### config.mk
export PLATFORM = sky130hd
export DESIGN_NAME = psc_privilege_state_control
export DESIGN_NICKNAME = d
export VERILOG_FILES = /design/src/psc_pkg.sv /design/src/psc_sp_if.sv /design/src/psc_privilege_state_control.sv /design/src/psc_stack_bank.sv
export SDC_FILE = /design/constraint.sdc
export NUM_CORES = 1
export LEC_CHECK = 0
export BUFFER_PORTS_ARGS = -buffer_cell sky130_fd_sc_hd__buf_2
export CAP_MARGIN = 10
export CORE_AREA = 2 2 133 109
export CTS_BUF_LIST = sky130_fd_sc_hd__clkbuf_8
export DETAILED_ROUTE_END_ITERATION = 12
export DIE_AREA = 0 0 135 111
export PLACE_DENSITY_LB_ADDON = 0.15
export SLEW_MARGIN = 5
export SYNTH_ARGS = -nofsm -noshare
export SYNTH_HDL_FRONTEND = slang
export SYNTH_SLANG_ARGS = --single-unit
### constraint.sdc
create_clock -name clk -period 7.6 [get_ports clk]
set_input_delay 1.52 -clock clk [delete_from_list [all_inputs] [get_ports clk]]
set_output_delay 1.52 -clock clk [all_outputs]
set_load 0.02 [all_outputs]
### src/psc_pkg.sv
// psc_pkg: constants and types shared by the privilege and state control
// block and its stack pointer bank.
// assumes a 32-bit classic wishbone slave with byte addresses.
package psc_pkg;

   // register byte addresses
   localparam logic [7:0] ADR_STATUS_WORD = 8'h00;
   localparam logic [7:0] ADR_COMMAND = 8'h04;
   localparam logic [7:0] ADR_STATE = 8'h08;
   localparam logic [7:0] ADR_SAVED_STATUS = 8'h0C;
   localparam logic [7:0] ADR_USER_STACK = 8'h10;
   localparam logic [7:0] ADR_INT_STACK = 8'h14;
   localparam logic [7:0] ADR_MASTER_STACK = 8'h18;
   localparam logic [7:0] ADR_STACK_ALIAS = 8'h1C;

   // status word layout and reset value (supervisor, interrupt mode)
   localparam int SW_SUPER_BIT = 13;
   localparam int SW_MASTER_BIT = 12;
   localparam logic [15:0] SW_RESET = 16'h2700;

   // command register: opcode field above a 16-bit operand
   localparam int CMD_OP_LSB = 16;
   localparam logic [3:0] OP_MOVE_TO_STATUS = 4'h1;
   localparam logic [3:0] OP_AND_TO_STATUS = 4'h2;
   localparam logic [3:0] OP_XOR_TO_STATUS = 4'h3;
   localparam logic [3:0] OP_OR_TO_STATUS = 4'h4;
   localparam logic [3:0] OP_RETURN_FROM_EXC = 4'h5;
   localparam logic [3:0] OP_STOP_WAIT = 4'h6;
   localparam logic [3:0] OP_RESET_DEVICES = 4'h7;
   localparam logic [3:0] OP_SOFT_TRAP = 4'h8;

   // state register field positions
   localparam int ST_STOPPED_BIT = 3;
   localparam int ST_SUPER_BIT = 4;
   localparam int ST_MASTER_BIT = 5;
   localparam int ST_CAUSE_LSB = 8;

   // exception cause bits captured on entry
   localparam int CAUSE_W = 7;
   localparam int CAUSE_INT = 0;
   localparam int CAUSE_TRACE = 1;
   localparam int CAUSE_TRAP = 2;
   localparam int CAUSE_BUS = 3;
   localparam int CAUSE_ADDR = 4;
   localparam int CAUSE_PRIV = 5;
   localparam int CAUSE_SOFT = 6;

   // access space codes
   localparam logic [2:0] SPACE_USER_DATA = 3'h1;
   localparam logic [2:0] SPACE_USER_PROG = 3'h2;
   localparam logic [2:0] SPACE_SUPER_DATA = 3'h5;
   localparam logic [2:0] SPACE_SUPER_PROG = 3'h6;
   localparam logic [2:0] SPACE_CPU = 3'h7;

   // stack pointer bank entries
   localparam int SP_COUNT = 3;
   localparam logic [1:0] SP_IDX_USER = 2'h0;
   localparam logic [1:0] SP_IDX_INT = 2'h1;
   localparam logic [1:0] SP_IDX_MASTER = 2'h2;

   typedef enum logic [2:0] {
      ST_NORMAL = 3'b001,
      ST_EXCEPTION = 3'b010,
      ST_HALTED = 3'b100
   } psc_state_t;

endpackage : psc_pkg

### src/psc_sp_if.sv
// psc_sp_if: port between the control block and its stack pointer bank.
// assumes one access per cycle; read data arrive one cycle after idx.
`timescale 1ns/10ps
interface psc_sp_if;
   logic [1:0] idx;
   logic we;
   logic [3:0] be;
   logic [31:0] wdata;
   logic [31:0] rdata;
   modport ctrl (output idx, output we, output be, output wdata,
      input rdata);
   modport bank (input idx, input we, input be, input wdata,
      output rdata);
endinterface : psc_sp_if

### src/psc_privilege_state_control.sv
// psc_privilege_state_control: processing state, privilege level, stack
// selection and access space code of the core, with a wishbone register port.
// assumes core event pins are synchronous one-cycle pulses on clk.
//
// Summary of operation
// - core is always in exactly one of normal, exception or halted.
// - interrupt, trace, trap or bus fault events start exception processing.
// - exception state spans stacking, vector fetch and pipe refill.
// - exception ends when the handler's first instruction begins.
// - bus or address error during exception processing halts the core.
// - halted core leaves only by external reset.
// - stop instruction gives a stopped normal state with no bus cycles.
// - supervisor flag set means supervisor privilege, all instructions run.
// - supervisor instructions carry supervisor access space codes.
// - supervisor with master flag uses the master stack pointer.
// - supervisor without master flag uses the interrupt stack pointer.
// - after reset the core is supervisor, interrupt mode, master clear.
// - master flag does not affect privileged instruction execution.
// - only the five status-writing ops and interrupt entry alter the master flag.
// - interrupt exceptions save then clear the master flag.
// - exception processing runs supervisor with supervisor bus cycles.
// - supervisor flag clear means user privilege.
// - user level may not stop, reset or alter the supervisor flag.
// - software trap gives users controlled entry to the supervisor.
// - user instructions carry user access space codes.
// - user level stack references use the user stack pointer.
// - access space codes 001, 010, 101, 110 and 111 as defined.
// - exception entry saves the status word, then sets supervisor.
// - privileged op at user level raises a privilege violation.
`timescale 1ns/10ps
module psc_privilege_state_control (
   input wire logic clk,
   input wire logic reset,
   input wire logic wbCyc,
   input wire logic wbStb,
   input wire logic wbWe,
   input wire logic [3:0] wbSel,
   input wire logic [7:0] wbAdr,
   input wire logic [31:0] wbDatIn,
   output logic [31:0] wbDatOut,
   output logic wbAck,
   input wire logic intAckIn,
   input wire logic traceIn,
   input wire logic trapIn,
   input wire logic busErrorIn,
   input wire logic addrErrorIn,
   input wire logic handlerStartIn,
   input wire logic progFetchIn,
   input wire logic cpuSpaceIn,
   output logic [2:0] accessSpaceCode,
   output logic busCycleEn,
   output logic supervisorOut,
   output logic exceptionOut,
   output logic haltedOut,
   output logic stoppedOut,
   output logic privViolationOut,
   output logic resetDevicesOut,
   output logic [1:0] activeStackOut
);
   import psc_pkg::*;

   psc_state_t stateQ;
   logic [15:0] swQ;
   logic [15:0] savedSwQ;
   logic [CAUSE_W-1:0] causeQ;
   logic stoppedQ;
   logic ackQ;
   logic privQ;
   logic rstDevQ;
   logic [2:0] fcQ;

   logic isSuper;
   logic isMaster;
   logic access;
   logic wrEn;
   logic cmdTake;
   logic [3:0] cmdOp;
   logic [15:0] cmdArg;
   logic cmdPriv;
   logic privViol;
   logic softTrap;
   logic hwExc;
   logic excEnter;
   logic excFault;
   logic cmdRun;
   logic spSel;
   logic [1:0] activeSp;
   logic [31:0] rdMux;

   psc_sp_if spIf ();

   psc_stack_bank uBank (
      .clk(clk),
      .reset(reset),
      .port(spIf.bank)
   );

   // privilege follows the status word alone
   assign isSuper = swQ[SW_SUPER_BIT];
   assign isMaster = swQ[SW_MASTER_BIT];

   // bus qualifiers: a write takes effect at the edge where ack is high
   assign access = wbCyc & wbStb;
   assign wrEn = access & wbWe & ackQ;

   // commands stand for executed instructions; only full-word writes count
   assign cmdOp = wbDatIn[CMD_OP_LSB +: 4];
   assign cmdArg = wbDatIn[15:0];
   assign cmdTake = wrEn && wbAdr == ADR_COMMAND && wbSel == 4'hF
      && stateQ == ST_NORMAL && !stoppedQ;

   // the master flag plays no part here, only the supervisor flag
   always_comb begin
      case (cmdOp)
         OP_MOVE_TO_STATUS, OP_AND_TO_STATUS, OP_XOR_TO_STATUS,
         OP_OR_TO_STATUS, OP_RETURN_FROM_EXC, OP_STOP_WAIT,
         OP_RESET_DEVICES: cmdPriv = 1'b1;
         default: cmdPriv = 1'b0;
      endcase
   end

   assign privViol = cmdTake & cmdPriv & ~isSuper;
   assign softTrap = cmdTake && cmdOp == OP_SOFT_TRAP;

   // event sources that pre-empt normal processing
   assign hwExc = intAckIn | traceIn | trapIn | busErrorIn | addrErrorIn;
   assign excEnter = stateQ == ST_NORMAL
      && (hwExc | privViol | softTrap);
   assign excFault = stateQ == ST_EXCEPTION
      && (busErrorIn | addrErrorIn);

   // an instruction only runs if no exception takes the same cycle
   assign cmdRun = cmdTake & ~excEnter;

   // active stack: user, else master or interrupt by the master flag
   always_comb begin
      if (!isSuper) begin
         activeSp = SP_IDX_USER;
      end else if (isMaster) begin
         activeSp = SP_IDX_MASTER;
      end else begin
         activeSp = SP_IDX_INT;
      end
   end

   // processing state machine; halted is left only through reset
   always_ff @(posedge clk) begin
      if (reset) begin
         stateQ <= ST_NORMAL;
      end else begin
         case (stateQ)
            ST_NORMAL: begin
               if (excEnter) begin
                  stateQ <= ST_EXCEPTION;
               end
            end
            ST_EXCEPTION: begin
               // stacking, vector fetch and refill all stay in here
               if (excFault) begin
                  stateQ <= ST_HALTED;
               end else if (handlerStartIn) begin
                  stateQ <= ST_NORMAL;
               end
            end
            ST_HALTED: stateQ <= ST_HALTED;
            default: stateQ <= ST_HALTED;
         endcase
      end
   end

   // status word: entry forces supervisor, interrupts drop the master flag
   always_ff @(posedge clk) begin
      if (reset) begin
         swQ <= SW_RESET;
      end else if (excEnter) begin
         swQ[SW_SUPER_BIT] <= 1'b1;
         if (intAckIn) begin
            swQ[SW_MASTER_BIT] <= 1'b0;
         end
      end else if (cmdRun) begin
         case (cmdOp)
            OP_MOVE_TO_STATUS: swQ <= cmdArg;
            OP_AND_TO_STATUS: swQ <= swQ & cmdArg;
            OP_XOR_TO_STATUS: swQ <= swQ ^ cmdArg;
            OP_OR_TO_STATUS: swQ <= swQ | cmdArg;
            OP_RETURN_FROM_EXC: swQ <= cmdArg;
            default: swQ <= swQ;
         endcase
      end
   end

   // frame copy of the status word and the cause, taken before any change
   always_ff @(posedge clk) begin
      if (reset) begin
         savedSwQ <= 16'h0000;
         causeQ <= '0;
      end else if (excEnter) begin
         savedSwQ <= swQ;
         causeQ[CAUSE_INT] <= intAckIn;
         causeQ[CAUSE_TRACE] <= traceIn;
         causeQ[CAUSE_TRAP] <= trapIn;
         causeQ[CAUSE_BUS] <= busErrorIn;
         causeQ[CAUSE_ADDR] <= addrErrorIn;
         causeQ[CAUSE_PRIV] <= privViol;
         causeQ[CAUSE_SOFT] <= softTrap;
      end
   end

   // stopped is a flavour of normal; any exception wakes it
   always_ff @(posedge clk) begin
      if (reset) begin
         stoppedQ <= 1'b0;
      end else if (excEnter) begin
         stoppedQ <= 1'b0;
      end else if (cmdRun && cmdOp == OP_STOP_WAIT) begin
         stoppedQ <= 1'b1;
      end
   end

   // one-cycle pulses for privilege violation and device reset
   always_ff @(posedge clk) begin
      if (reset) begin
         privQ <= 1'b0;
         rstDevQ <= 1'b0;
      end else begin
         privQ <= privViol;
         rstDevQ <= cmdRun && cmdOp == OP_RESET_DEVICES;
      end
   end

   // access space code; registered, so it lags the state by one cycle
   always_ff @(posedge clk) begin
      if (reset) begin
         fcQ <= SPACE_SUPER_PROG;
      end else if (cpuSpaceIn) begin
         fcQ <= SPACE_CPU;
      end else if (isSuper || stateQ == ST_EXCEPTION) begin
         fcQ <= progFetchIn ? SPACE_SUPER_PROG
            : SPACE_SUPER_DATA;
      end else begin
         fcQ <= progFetchIn ? SPACE_USER_PROG
            : SPACE_USER_DATA;
      end
   end

   // no bus cycles while stopped or halted
   assign busCycleEn = (stateQ == ST_NORMAL && !stoppedQ)
      || stateQ == ST_EXCEPTION;

   // wishbone ack: one cycle after the strobe, dropped the cycle after
   always_ff @(posedge clk) begin
      if (reset) begin
         ackQ <= 1'b0;
      end else begin
         ackQ <= access & ~ackQ;
      end
   end

   // stack bank access; the alias follows whichever pointer is active
   always_comb begin
      spSel = 1'b1;
      case (wbAdr)
         ADR_USER_STACK: spIf.idx = SP_IDX_USER;
         ADR_INT_STACK: spIf.idx = SP_IDX_INT;
         ADR_MASTER_STACK: spIf.idx = SP_IDX_MASTER;
         ADR_STACK_ALIAS: spIf.idx = activeSp;
         default: begin
            spIf.idx = activeSp;
            spSel = 1'b0;
         end
      endcase
   end

   assign spIf.we = wrEn & spSel;
   assign spIf.be = wbSel;
   assign spIf.wdata = wbDatIn;

   // read mux; unmapped addresses read zero and are still acknowledged
   always_comb begin
      rdMux = 32'h0000_0000;
      case (wbAdr)
         ADR_STATUS_WORD: rdMux[15:0] = swQ;
         ADR_STATE: begin
            rdMux[2:0] = stateQ;
            rdMux[ST_STOPPED_BIT] = stoppedQ;
            rdMux[ST_SUPER_BIT] = isSuper;
            rdMux[ST_MASTER_BIT] = isMaster;
            rdMux[ST_CAUSE_LSB +: CAUSE_W] = causeQ;
         end
         ADR_SAVED_STATUS: rdMux[15:0] = savedSwQ;
         ADR_USER_STACK, ADR_INT_STACK, ADR_MASTER_STACK,
         ADR_STACK_ALIAS: rdMux = spIf.rdata;
         default: rdMux = 32'h0000_0000;
      endcase
   end

   // outputs
   assign wbDatOut = rdMux;
   assign wbAck = ackQ;
   assign accessSpaceCode = fcQ;
   assign supervisorOut = isSuper;
   assign exceptionOut = stateQ == ST_EXCEPTION;
   assign haltedOut = stateQ == ST_HALTED;
   assign stoppedOut = stoppedQ;
   assign privViolationOut = privQ;
   assign resetDevicesOut = rstDevQ;
   assign activeStackOut = activeSp;
endmodule : psc_privilege_state_control

### src/psc_stack_bank.sv
// psc_stack_bank: the three stack pointers, byte-writable, registered read.
// assumes idx never selects an entry above the master pointer.
`timescale 1ns/10ps
module psc_stack_bank (
   input wire logic clk,
   input wire logic reset,
   psc_sp_if.bank port
);
   import psc_pkg::*;

   // one storage column per byte lane so lane writes have a single driver
   for (genvar b = 0; b < 4; b++) begin : gLane
      logic [7:0] lane [SP_COUNT];
      logic [7:0] rdQ;

      always_ff @(posedge clk) begin
         if (port.we && port.be[b] && port.idx <= SP_IDX_MASTER) begin
            lane[port.idx] <= port.wdata[8*b +: 8];
         end
      end

      // read register; pointer contents are left to software after reset
      always_ff @(posedge clk) begin
         if (reset) begin
            rdQ <= 8'h00;
         end else if (port.idx <= SP_IDX_MASTER) begin
            rdQ <= lane[port.idx];
         end else begin
            rdQ <= 8'h00;
         end
      end

      assign port.rdata[8*b +: 8] = rdQ;
   end

endmodule : psc_stack_bank

# Word-level counts from Yosys, hierarchy flattened
# Memories as Yosys holds them, arrays and structs flattened. A register that Yosys moved wholly into a read port is not among the register bits.
# Cells that the tools add are included.
totals:
  regBits: 49
  mem_bits_rw: 96
  in_bits: 57
  elab_cells: 126
  n_memories: 4
memory_table:
  columns: ["name", "depth", "word_bits", "rd", "rd_clocked_by_memory_dff", "write_ports", "line_no", "text"]
  rows:
  - ["uBank.gLane[0].lane", 3, 8, 1, 1, 1, "psc_stack_bank.sv:13", "logic [7:0] lane [SP_COUNT];"]
  - ["uBank.gLane[1].lane", 3, 8, 1, 1, 1, "psc_stack_bank.sv:13", null]
  - ["uBank.gLane[2].lane", 3, 8, 1, 1, 1, "psc_stack_bank.sv:13", null]
  - ["uBank.gLane[3].lane", 3, 8, 1, 1, 1, "psc_stack_bank.sv:13", null]
classes:
  magnitude_cmp: 1
  eq_ne: 22
  n_mux: 30
  n_bitwise: 22
  reduce_logical: 35
ops:
  columns: ["op", "count"]
  rows:
  - ["16-bit case mux with 4 select lines", 1]
  - ["8-bit by 5-bit equality test with 1-bit output, second input constant", 4]
  - ["7-bit case mux with 4 select lines", 1]
  - ["6-bit case mux with 4 select lines", 1]
  - ["1-bit logical AND", 18]
  - ["16-bit bitwise AND", 1]
  - ["4-bit by 3-bit equality test with 1-bit output, second input constant", 4]
  - ["8-bit by 4-bit equality test with 1-bit output, second input constant", 2]
  - ["16-bit two-way mux", 1]
  - ["16-bit bitwise OR", 1]
  - ["16-bit bitwise XOR", 1]
  - ["1-bit two-way mux", 13]
  - ["13-bit two-way mux", 1]
  - ["3-bit two-way mux", 4]
  - ["2-bit case mux with 3 select lines", 2]
  - ["1-bit bitwise AND", 8]
  - ["4-bit by 2-bit equality test with 1-bit output, second input constant", 2]
  - ["4-bit equality test, second input constant", 2]
  - ["8-bit by 3-bit equality test with 1-bit output, second input constant", 1]
  - ["8-bit zero test", 1]
  - ["2-bit two-way mux", 4]
  - ["2-bit OR reduction", 4]
  - ["1-bit bitwise OR", 7]
  - ["7-bit OR reduction", 1]
  - ["18 further kinds", 25]

# Depth between registers and ports, before layout
# Gate-level depths: netlist (run 1).
depth:
  depth_word: 16
  mapped_depth: 8

# Modules after synthesis
# A second synthesis (run 1) with hierarchy kept.
unflattened:
  cells_unflattened: 721
  area_unflattened_um2: 8349.3
modules_own_cells:
  columns: ["module", "n_inst", "cells_each", "area_per_inst_um2", "seq_area_each_um2"]
  rows:
  - ["psc_stack_bank", 1, 296, 4954.8, 3523.4]
  - ["psc_privilege_state_control", 1, 425, 3394.5, 980.9]

# Worst setup path before layout (run 1)
# Ideal clock, no wire load.
synth_path:
  path_kind: "in2out"
  startpoint: "in wbAdr[7]"
  endpoint: "out wbDatOut[3]"
  t_arrival_ns: 3.275
  t_required_ns: 6.080
  setup_slack_ns: 2.805
  stages: 8
  path_buffers: 3
  path_cell_list: "or4_1 buf_2 or3_1 buf_2 nor2_2 buf_4 a222oi_1 nand2_1"
synth_between:
  elab_chain_cells: 3
synth_rtl:
  columns: ["item", "line_no", "text"]
  rows:
  - ["from (decl)", "psc_privilege_state_control.sv:38", "input wire logic [7:0] wbAdr,"]
  - ["8-bit by 5-bit equality test with 1-bit output", "psc_privilege_state_control.sv:281", "case (wbAdr)"]
  - ["4-bit OR reduction (no source line)", null, null]
  - ["6-bit case mux with 4 select lines *", "psc_privilege_state_control.sv:281", null]
  - ["to (decl)", "psc_privilege_state_control.sv:40", "output logic [31:0] wbDatOut,"]
# Every way passes the cells marked *; elsewhere a longest branch is shown, timed or not.

# Worst setup path after layout (run 1)
layout_path:
  startpoint: "in wbAdr[7]"
  endpoint: "out wbDatOut[7]"
layout_between:
  elab_chain_cells: 3
layout_rtl:
  columns: ["item", "line_no"]
  rows:
  - ["8-bit by 5-bit equality test with 1-bit output", "psc_privilege_state_control.sv:281"]
  - ["4-bit OR reduction (no source line)", null]
  - ["2-bit case mux with 3 select lines *", "psc_privilege_state_control.sv:281"]
# Marked as above.

==> results of run 1 <==
cells in the mapped netlist (3+ instances only):
| cell type | instances | share of area (%) |
|---|---|---|
| edfxtp_1 | 96 | 36 |
| dfxtp_1 | 81 | 20 |
| nand2_1 | 79 | 3.7 |
| inv_1 | 39 | 1.8 |
| ha_1 | 32 | 5.1 |
| o21ai_0 | 32 | 2.0 |
| clkbuf_1 | 30 | 1.4 |
| a21oi_2 | 26 | 2.9 |
| a22oi_2 | 26 | 4.1 |
| and3_1 | 26 | 2.1 |
| nor2_1 | 22 | 1.0 |
| nor2b_1 | 19 | 1.5 |
| o41ai_1 | 16 | 1.8 |
| a222oi_1 | 14 | 1.8 |
| a211oi_1 | 13 | 1.2 |
| a21oi_1 | 12 | 0.76 |
| a221oi_1 | 12 | 1.3 |
| nor3_1 | 12 | 0.76 |
| buf_2 | 11 | 0.69 |
| nand2b_1 | 9 | 0.71 |
| a221o_1 | 7 | 0.88 |
| a22oi_1 | 6 | 0.57 |
| mux2i_1 | 6 | 0.76 |
| buf_6 | 5 | 0.71 |
| nand3_1 | 4 | 0.25 |
| a211o_1 | 3 | 0.33 |
| buf_1 | 3 | 0.14 |
| nor3b_1 | 3 | 0.28 |
| or3_1 | 3 | 0.24 |
| or4_1 | 3 | 0.28 |
worst reg2reg max path, cell delays in order (launching register included):
cell and delay, ps:
dfxtp_1 640, inv_1 250, nor2_1 220, o21a_1 480, buf_4 390, and3_1 490
where the power goes:
group / switching, W / leakage (nW) / internal (W) / total (W)
Sequential: 0.00000764 / 1.53 / 0.00102 / 0.00102
Combinational: 0.0000690 / 1.76 / 0.0000357 / 0.000105
Clock: 0.000336 / 0.196 / 0.000289 / 0.000625
Total: 0.000413 / 3.49 / 0.00134 / 0.00175
per-layer routing:
metal  routed length, microns  up-vias  global-route usage [%]
met3                     1390       36                    6.22
met4                      443        2                    9.93
li1                         -     2686                       -
met1                     8070     2824                    34.5
met5                       51        -                       0
met2                     9070      206                    42.2
flip-flops by register name (all words and copies together) (netlist names):
name and flops:
uBank.gLane.lane 96, uBank.gLane.rdQ 32, privViolationOut 1, causeQ 7
stoppedOut 1, wbAck 1, savedSwQ 16, resetDevicesOut 1
stateQ 3, swQ 16, accessSpaceCode 3
through the flow:
step	worst slack, ps	power (W)
6_report	2020	0.00175
5_1_grt	1930	0.00181
4_1_cts	2060	0.00176
3_5_place_dp	2080	0.00115
3_3_place_gp	2120	0.00114
2_1_floorplan	2800	0.00110
placed cells by master (no fill, tap or decap), types with 6 or more instances in the layout:
master / count
a222oi_1: 14
a21oi_1: 12
a22oi_2: 26
and3_1: 26
nor2b_1: 19
edfxtp_1: 96
a221oi_1: 12
o21ai_0: 32
mux2i_1: 6
a22oi_1: 6
inv_1: 42
a211oi_1: 13
nor3_1: 12
nand2b_1: 9
buf_2: 100
nand2_1: 79
a221o_1: 7
buf_4: 10
clkbuf_8: 17
o41ai_1: 16
dfxtp_1: 81
nor2_1: 22
ha_1: 32
a21oi_2: 26
cell families after synthesis:
kind of cell	synth area share, %
AOI/OAI and AO/OA	18.8
DFF	56.8
and+or+nand+nor	13.3
buffers and inverters	5.00
muxes	1.04
adders and majority gates	5.05
worst paths after layout:
check,end,slack (ps),cells after the start
hold / removal,wbAck,450,1
hold reg to reg,wbAck,450,1
setup / recovery,wbDatOut[7],2020,7
setup reg to reg,uBank.gLane[3].lane[1][4],4770,5
area by class of cell:
class / instances / area share [%]
clock buffer: 17 / 2.63
multi-input combinational: 417 / 34.2
clock inverter: 15 / 1.63
sequential: 177 / 50.6
tap: 184 / 2.58
antenna: 1 / 0.0281
inverter: 39 / 1.64
timing repair buffer: 111 / 6.77
==> results.cfg, run 1 <==
[status]
status = finished clean

[setup_path]
start_kind = input pin
critPathCaptureType = output pin
critPathLaunch = wbAdr[7]
crit_family = simple AND/OR/NAND/NOR gates
cp.arrival_ps = 4060
cp.required_ps = 6080
crit_type = input pin to output pin
critical-path-slowest-cell = nor3_2
cp_max_fo = 14
r2r-start = swQ[13]
cpPeakStageDelay_ps = 770
crit_path_frequent_cell = buf_2
crit_buf_inv = 3
crit_chain = buf_2 > or4_1 > or3_1 > nor3_2 > a222oi_1 > inv_1 > buf_2

[logic_synthesis]
ys.warnings.count = 0
syn_nets = 773
yosysSeqAreaShare_pct = 56.8
synth_edf_count = 96
synth_cell_types = 56
syn_avg_cell_area_sq_um = 11.6
synth_seq_cells = 177
syn_area_sq_um = 7930
synthArstFlopShare_pct = 0
synthFlopType = edfxtp_1
synthCells = 684

[layout]
design_area_sq_um = 8910
nets = 852
drive_above_1_share_pct = 27.3
multi_input_area_sq_um = 3040
final_cell_count_no_fill = 961
final_core_util_pct = 64.3
ff_latch_area_sq_um = 4500
area_growth_pct = 12.4
nFillCells = 1136

[timing]
max_freq_mhz = 179
grt_setup_unrepaired = false
finalSetupTns_ps = 0
finalCriticalPeriod_ps = 5580
hold_viol = 0
slew_headroom_pct = 17.0
finalMaxSlewViolations = 0
clock_skew_ps = 8.07
setup_viol = 0
fin_crit_sh_pct = 73.4
hold_ws_ps = 446
tightest_slew_ps = 1240

[clock_tree]
htree_levels = 4
cts.sinks = 177
cts-hold-fix-buffers = 0
cts_tree = yes
cts-buffers-inserted = 17
cts_buffer_depth = 2
cts.repair.resized = 0
cts_root_buf = clkbuf_8
insertion_delay_ps = 470
path_clk_slew_ps = 90
post_cts_buffers = 0

[run]
cap_violations = 0

[power_and_ir_drop]
powerDensity_nw_per_um2 = 197
vdd_drop_max_mv = 0.146
p_leak_nw = 3.49

[floorplan]
coreArea_sq_um = 13900
die_x_microns = 135
initial_core_util_pct = 57.2
row_count = 39
io_pins = 102
die-area_sq_um = 15000
die_h_microns = 111

[global_route]
antenna_found_initial = 1
grt_pass1_wl_mm = 29.8
grt_remaining_overflow = 0
grt_use_total_pct = 26.2
grt_max_degree = 82
grt_pass1_vias = 5632

[placement]
gp_congestion = 0.833
place_hpwl_mm = 12.5
io_buffers = 101
dpl.cell_count = 927
dpl_cell_area_sq_um = 8500

[min_path]
min_from = wbAck
hold_class = flop to flop

[routing]
drt-total-wl_mm = 19.0
drc = 0
drt_iter0_drc = 653
vias_per_cell = 5.99
ant_nets = 0
vias = 5754
wl_per_cell_microns = 19.8
first_pass_iters = 6
Power figures use the tool's default switching activity.
==> inputs of run 2 (changes only) <==
- ABC_AREA: not set -> 1
- CORE_AREA: 2 2 133 109 -> 2 2 130 107
- DIE_AREA: 0 0 135 111 -> 0 0 132 109
- clock period: 7.6 -> 5.16 ns (I/O delays scaled with it)
==> results.cfg, run 2 <==
[floorplan]
io_pins = 102
coreArea_sq_um = 13200
die_h_microns = 109
die-area_sq_um = 14400
die_x_microns = 132
row_count = 38
initial_core_util_pct = 57.8

[timing]
slew_headroom_pct = 50.5
finalMaxSlewViolations = 0
grt_setup_unrepaired = false
clock_skew_ps = 9.06
hold_viol = 0
max_freq_mhz = 249
tightest_slew_ps = 740
finalSetupTns_ps = 0
fin_crit_sh_pct = 78.0
hold_ws_ps = 455
finalCriticalPeriod_ps = 4020
setup_viol = 0

[global_route]
grt_max_degree = 44
grt_remaining_overflow = 0
grt_use_total_pct = 26.2
antenna_found_initial = 0
grt_pass1_wl_mm = 28.8
grt_pass1_vias = 5787

[power_and_ir_drop]
powerDensity_nw_per_um2 = 302
p_leak_nw = 3.65
fin_total_pwr_w = 0.00259
vdd_drop_max_mv = 0.161

[layout]
nets = 984
largest_reg_flops = 96
drive_above_1_share_pct = 16.6
final_core_util_pct = 65.2
area_growth_pct = 12.8
mostFrequentLayoutCells = nand2_1 (218), buf_2 (101), inv_1 (100), edfxtp_1 (96), dfxtp_1 (81)
final_cell_count_no_fill = 1088
reg_top3 = uBank.gLane.lane: 96 flops, uBank.gLane.rdQ: 32 flops
nFillCells = 1079
final_common_cell = nand2_1
top_register = uBank.gLane.lane
antenna_cells = 0

[setup_path]
rr_endpoint = swQ[0]
cp_max_fo = 18
reg2reg_depth = 9
crit_chain = buf_2 > nor2_2 > nand2_2 > nor3_4 > clkinv_1 > nor2_1 > buf_2
critical-path-slowest-cell = clkinv_1
crit_path_frequent_cell = buf_2
r2r_slack_ps = 2230
cp.required_ps = 4130
crit_type = input pin to output pin
cp.arrival_ps = 2990
critPathCaptureType = output pin
start_kind = input pin
r2r-start = swQ[13]
cpPeakStageDelay_ps = 650

[logic_synthesis]
synth_top_area_share_pct = 37.9
synth_edf_count = 96
synth_most_common_cell = nand2_1
yosysSeqAreaShare_pct = 59.2
synthArstFlopShare_pct = 0
synthFlopType = edfxtp_1
syn_avg_cell_area_sq_um = 9.49
synth_cell_types = 37
synth.area.top_cells = edfxtp_1 (38%), dfxtp_1 (21%), nand2_1 (11%)
synth_area_leader_cell = edfxtp_1
syn_area_sq_um = 7610
ys.warnings.count = 0
synth.top_cells.by_count = nand2_1 (218), inv_1 (98), edfxtp_1 (96)
syn_nets = 891
synth_seq_cells = 177
synthCells = 802

[clock_tree]
insertion_delay_ps = 460
cts_root_buf = clkbuf_8
cts.repair.resized = 0
cts.sinks = 177
path_clk_slew_ps = 80
cts_tree = yes
htree_levels = 4
cts-buffers-inserted = 17
cts-hold-fix-buffers = 0
post_cts_buffers = 0
cts_buffer_depth = 2

[min_path]
hold_class = flop to flop
min_from = wbAck
hold_path_end = wbAck
holdPathStages = 1

[routing]
vias_per_cell = 5.42
ant_nets = 0
drt_iter0_drc = 585
drc = 0
first_pass_iters = 5
vias = 5893
wl_per_cell_microns = 16.6
drt-total-wl_mm = 18.0

[placement]
gp_congestion = 0.885
dpl.cell_count = 1056
io_buffers = 101
place_hpwl_mm = 12.7

[run]
cap_violations = 0

[status]
status = finished clean
[run 2: logic make-up after synthesis]
group	count (synthesis)	synth area share [%]
simple gates	336	18.1
flops	177	59.2
buf+inv	134	7.08
compound gates	123	10.4
fa+ha+maj	32	5.26
[run 2: metal layers]
metal	up-vias	track usage, %	part of all wire, %
met5	-	0	0
met1	2775	33.9	44
met2	226	43.1	46
met4	0	10.0	2.6
li1	2859	-	-
met3	33	6.56	7.3
[run 2: layout make-up]
type	instances	area [sq um]	area share, %
Clock buffer	17	234	2.72
Clock inverter	15	121	1.41
Inverter	100	375	4.37
Multi-Input combinational cell	491	2570	29.9
Sequential cell	177	4500	52.5
Tap cell	180	225	2.62
Timing Repair Buffer	108	558	6.50
[run 2: critical path: cells and delay by family]
kind | cells | cell delay [ps]
simple gates | 4 | 990
buf+inv | 3 | 950
[run 2: where the power goes]
group          switching, W  internal, W  leakage [nW]
registers         0.0000120      0.00151          1.53
logic              0.000139    0.0000628          1.94
clock network      0.000491     0.000375         0.174
[run 2: through the flow]
stage	cell area [sq um]	worst slack [ps]
after detailed placement	8230	1060
after global placement	8230	1140
after global routing	8590	844
final	8590	1140
after floorplan	7610	1900
after CTS	8590	1100
[run 2: how the worst max path moves through the flow]
stage,end,start,cells past startpoint,slack (ps)
final,wbDatOut[28],wbAdr[7],7,1140
after global routing,wbDatOut[31],wbAdr[7],7,840
after CTS,wbDatOut[28],wbAdr[7],7,1100
after detailed placement,uBank.gLane[0].lane[1][4],wbAdr[7],8,1060
after global placement,uBank.gLane[2].lane[2][0],wbAdr[7],8,1140
after floorplan,wbDatOut[21],wbAdr[7],6,1900
==> inputs of run 3 (changes only) <==
- ABC_AREA: 1 -> 0
- CORE_AREA: 2 2 130 107 -> 2 2 133 109
- DIE_AREA: 0 0 132 109 -> 0 0 135 111
- clock period: 5.16 -> 3.8 ns (I/O delays scaled with it)
==> results.cfg, run 3 (synthesis gave the netlist of run 1 again) <==
[power_and_ir_drop]
powerDensity_nw_per_um2 = 395
vdd_drop_max_mv = 0.313
fin_total_pwr_w = 0.00357
p_leak_nw = 3.56

[setup_path]
crit_family = simple AND/OR/NAND/NOR gates
cp.required_ps = 3040
critical-path-slowest-cell = or4_1
crit_buf_inv = 3
critPathCaptureType = output pin
cpPeakStageDelay_ps = 560
cp_max_fo = 16
crit_path_frequent_cell = buf_2
cp.arrival_ps = 2700
crit_type = input pin to output pin
crit_chain = buf_2 > or4_1 > or3_1 > nor2_2 > buf_4 > a222oi_1 > nand2_1 > buf_2
start_kind = input pin

[timing]
setup_viol = 0
hold_viol = 0
tightest_slew_ps = 963
fin_crit_sh_pct = 91.1
finalCriticalPeriod_ps = 3460
hold_ws_ps = 468
max_freq_mhz = 289
finalSetupTns_ps = 0
clock_skew_ps = 17.5
fin_ws_ps = 336
slew_headroom_pct = 35.8
grt_setup_unrepaired = false
finalMaxSlewViolations = 0

[global_route]
grt_pass1_wl_mm = 30.5
grt_use_total_pct = 26.7
grt_max_degree = 86
antenna_found_initial = 0
grt_remaining_overflow = 0
grt_pass1_vias = 5820

[routing]
vias_per_cell = 6.02
drt-total-wl_mm = 19.6
first_pass_iters = 8
ant_nets = 0
drt_iter0_drc = 565
wl_per_cell_microns = 20.1
vias = 5869
drc = 0

[floorplan]
initial_core_util_pct = 57.2
row_count = 39
die_x_microns = 135
die_h_microns = 111
coreArea_sq_um = 13900
io_pins = 102
die-area_sq_um = 15000

[layout]
final_common_cell = buf_2
mostFrequentLayoutCells = buf_2 (100), edfxtp_1 (96), dfxtp_1 (81), nand2_1 (79), inv_1 (40)
drive_above_1_share_pct = 28.7
reg_top3 = uBank.gLane.lane: 96 flops, uBank.gLane.rdQ: 32 flops
top_register = uBank.gLane.lane
antenna_cells = 0
area_growth_pct = 13.8
design_area_sq_um = 9020
nets = 867
largest_reg_flops = 96
nFillCells = 1084

[placement]
io_buffers = 101
place_hpwl_mm = 13.4
dpl_cell_area_sq_um = 8620
post-place-ws_ps = 379
gp_congestion = 0.871

[run]
cap_violations = 0

[clock_tree]
cts_buffer_depth = 2
cts_root_buf = clkbuf_8
cts_tree = yes
htree_levels = 4
post_cts_buffers = 0
insertion_delay_ps = 470
cts.repair.resized = 0
cts-buffers-inserted = 17
cts-hold-fix-buffers = 0
cts.sinks = 177
path_clk_slew_ps = 90

[min_path]
hold_class = input pin to flop

[status]
status = finished clean
-- run 3: path summary, 6_finish.rpt --
kind / startpoint / to / slack [ps] / cells after the start
min: progFetchIn / accessSpaceCode[0] / 470 / 2
min reg2reg: wbAck / wbAck / 470 / 1
max reg2reg: stateQ[2] / causeQ[4] / 1320 / 6
max: wbAdr[7] / wbDatOut[5] / 340 / 8
-- run 3: metal layers --
layer / track usage [%] / part of all wire (%) / wire length, microns / up-vias
met3: 7.13 / 7.9 / 1560 / 46
met2: 42.1 / 47 / 9110 / 257
met4: 9.72 / 2.8 / 539 / 0
li1: - / - / - / 2730
met1: 35.7 / 43 / 8360 / 2836
met5: 0 / 0 / 0 / -
-- run 3: layout make-up --
class	instances	area (sq um)	share of cell area (%)
Sequential cell	177	4500	49.9
Multi-Input combinational cell	417	3040	33.7
Timing Repair Buffer	126	696	7.71
Clock buffer	18	248	2.75
Tap cell	184	230	2.55
Clock inverter	14	155	1.72
Inverter	39	146	1.62
-- run 3: power breakdown --
group	internal, W	switching (W)
Clock	0.000611	0.000692
Combinational	0.0000738	0.000140
Sequential	0.00203	0.0000162
-- run 3: per-stage QoR --
stage,instances,utilization (%)
5_1_grt,975,65.1
3_3_place_gp,943,62.2
3_5_place_dp,943,62.2
6_report,975,65.1
2_1_floorplan,684,-
4_1_cts,975,65.1
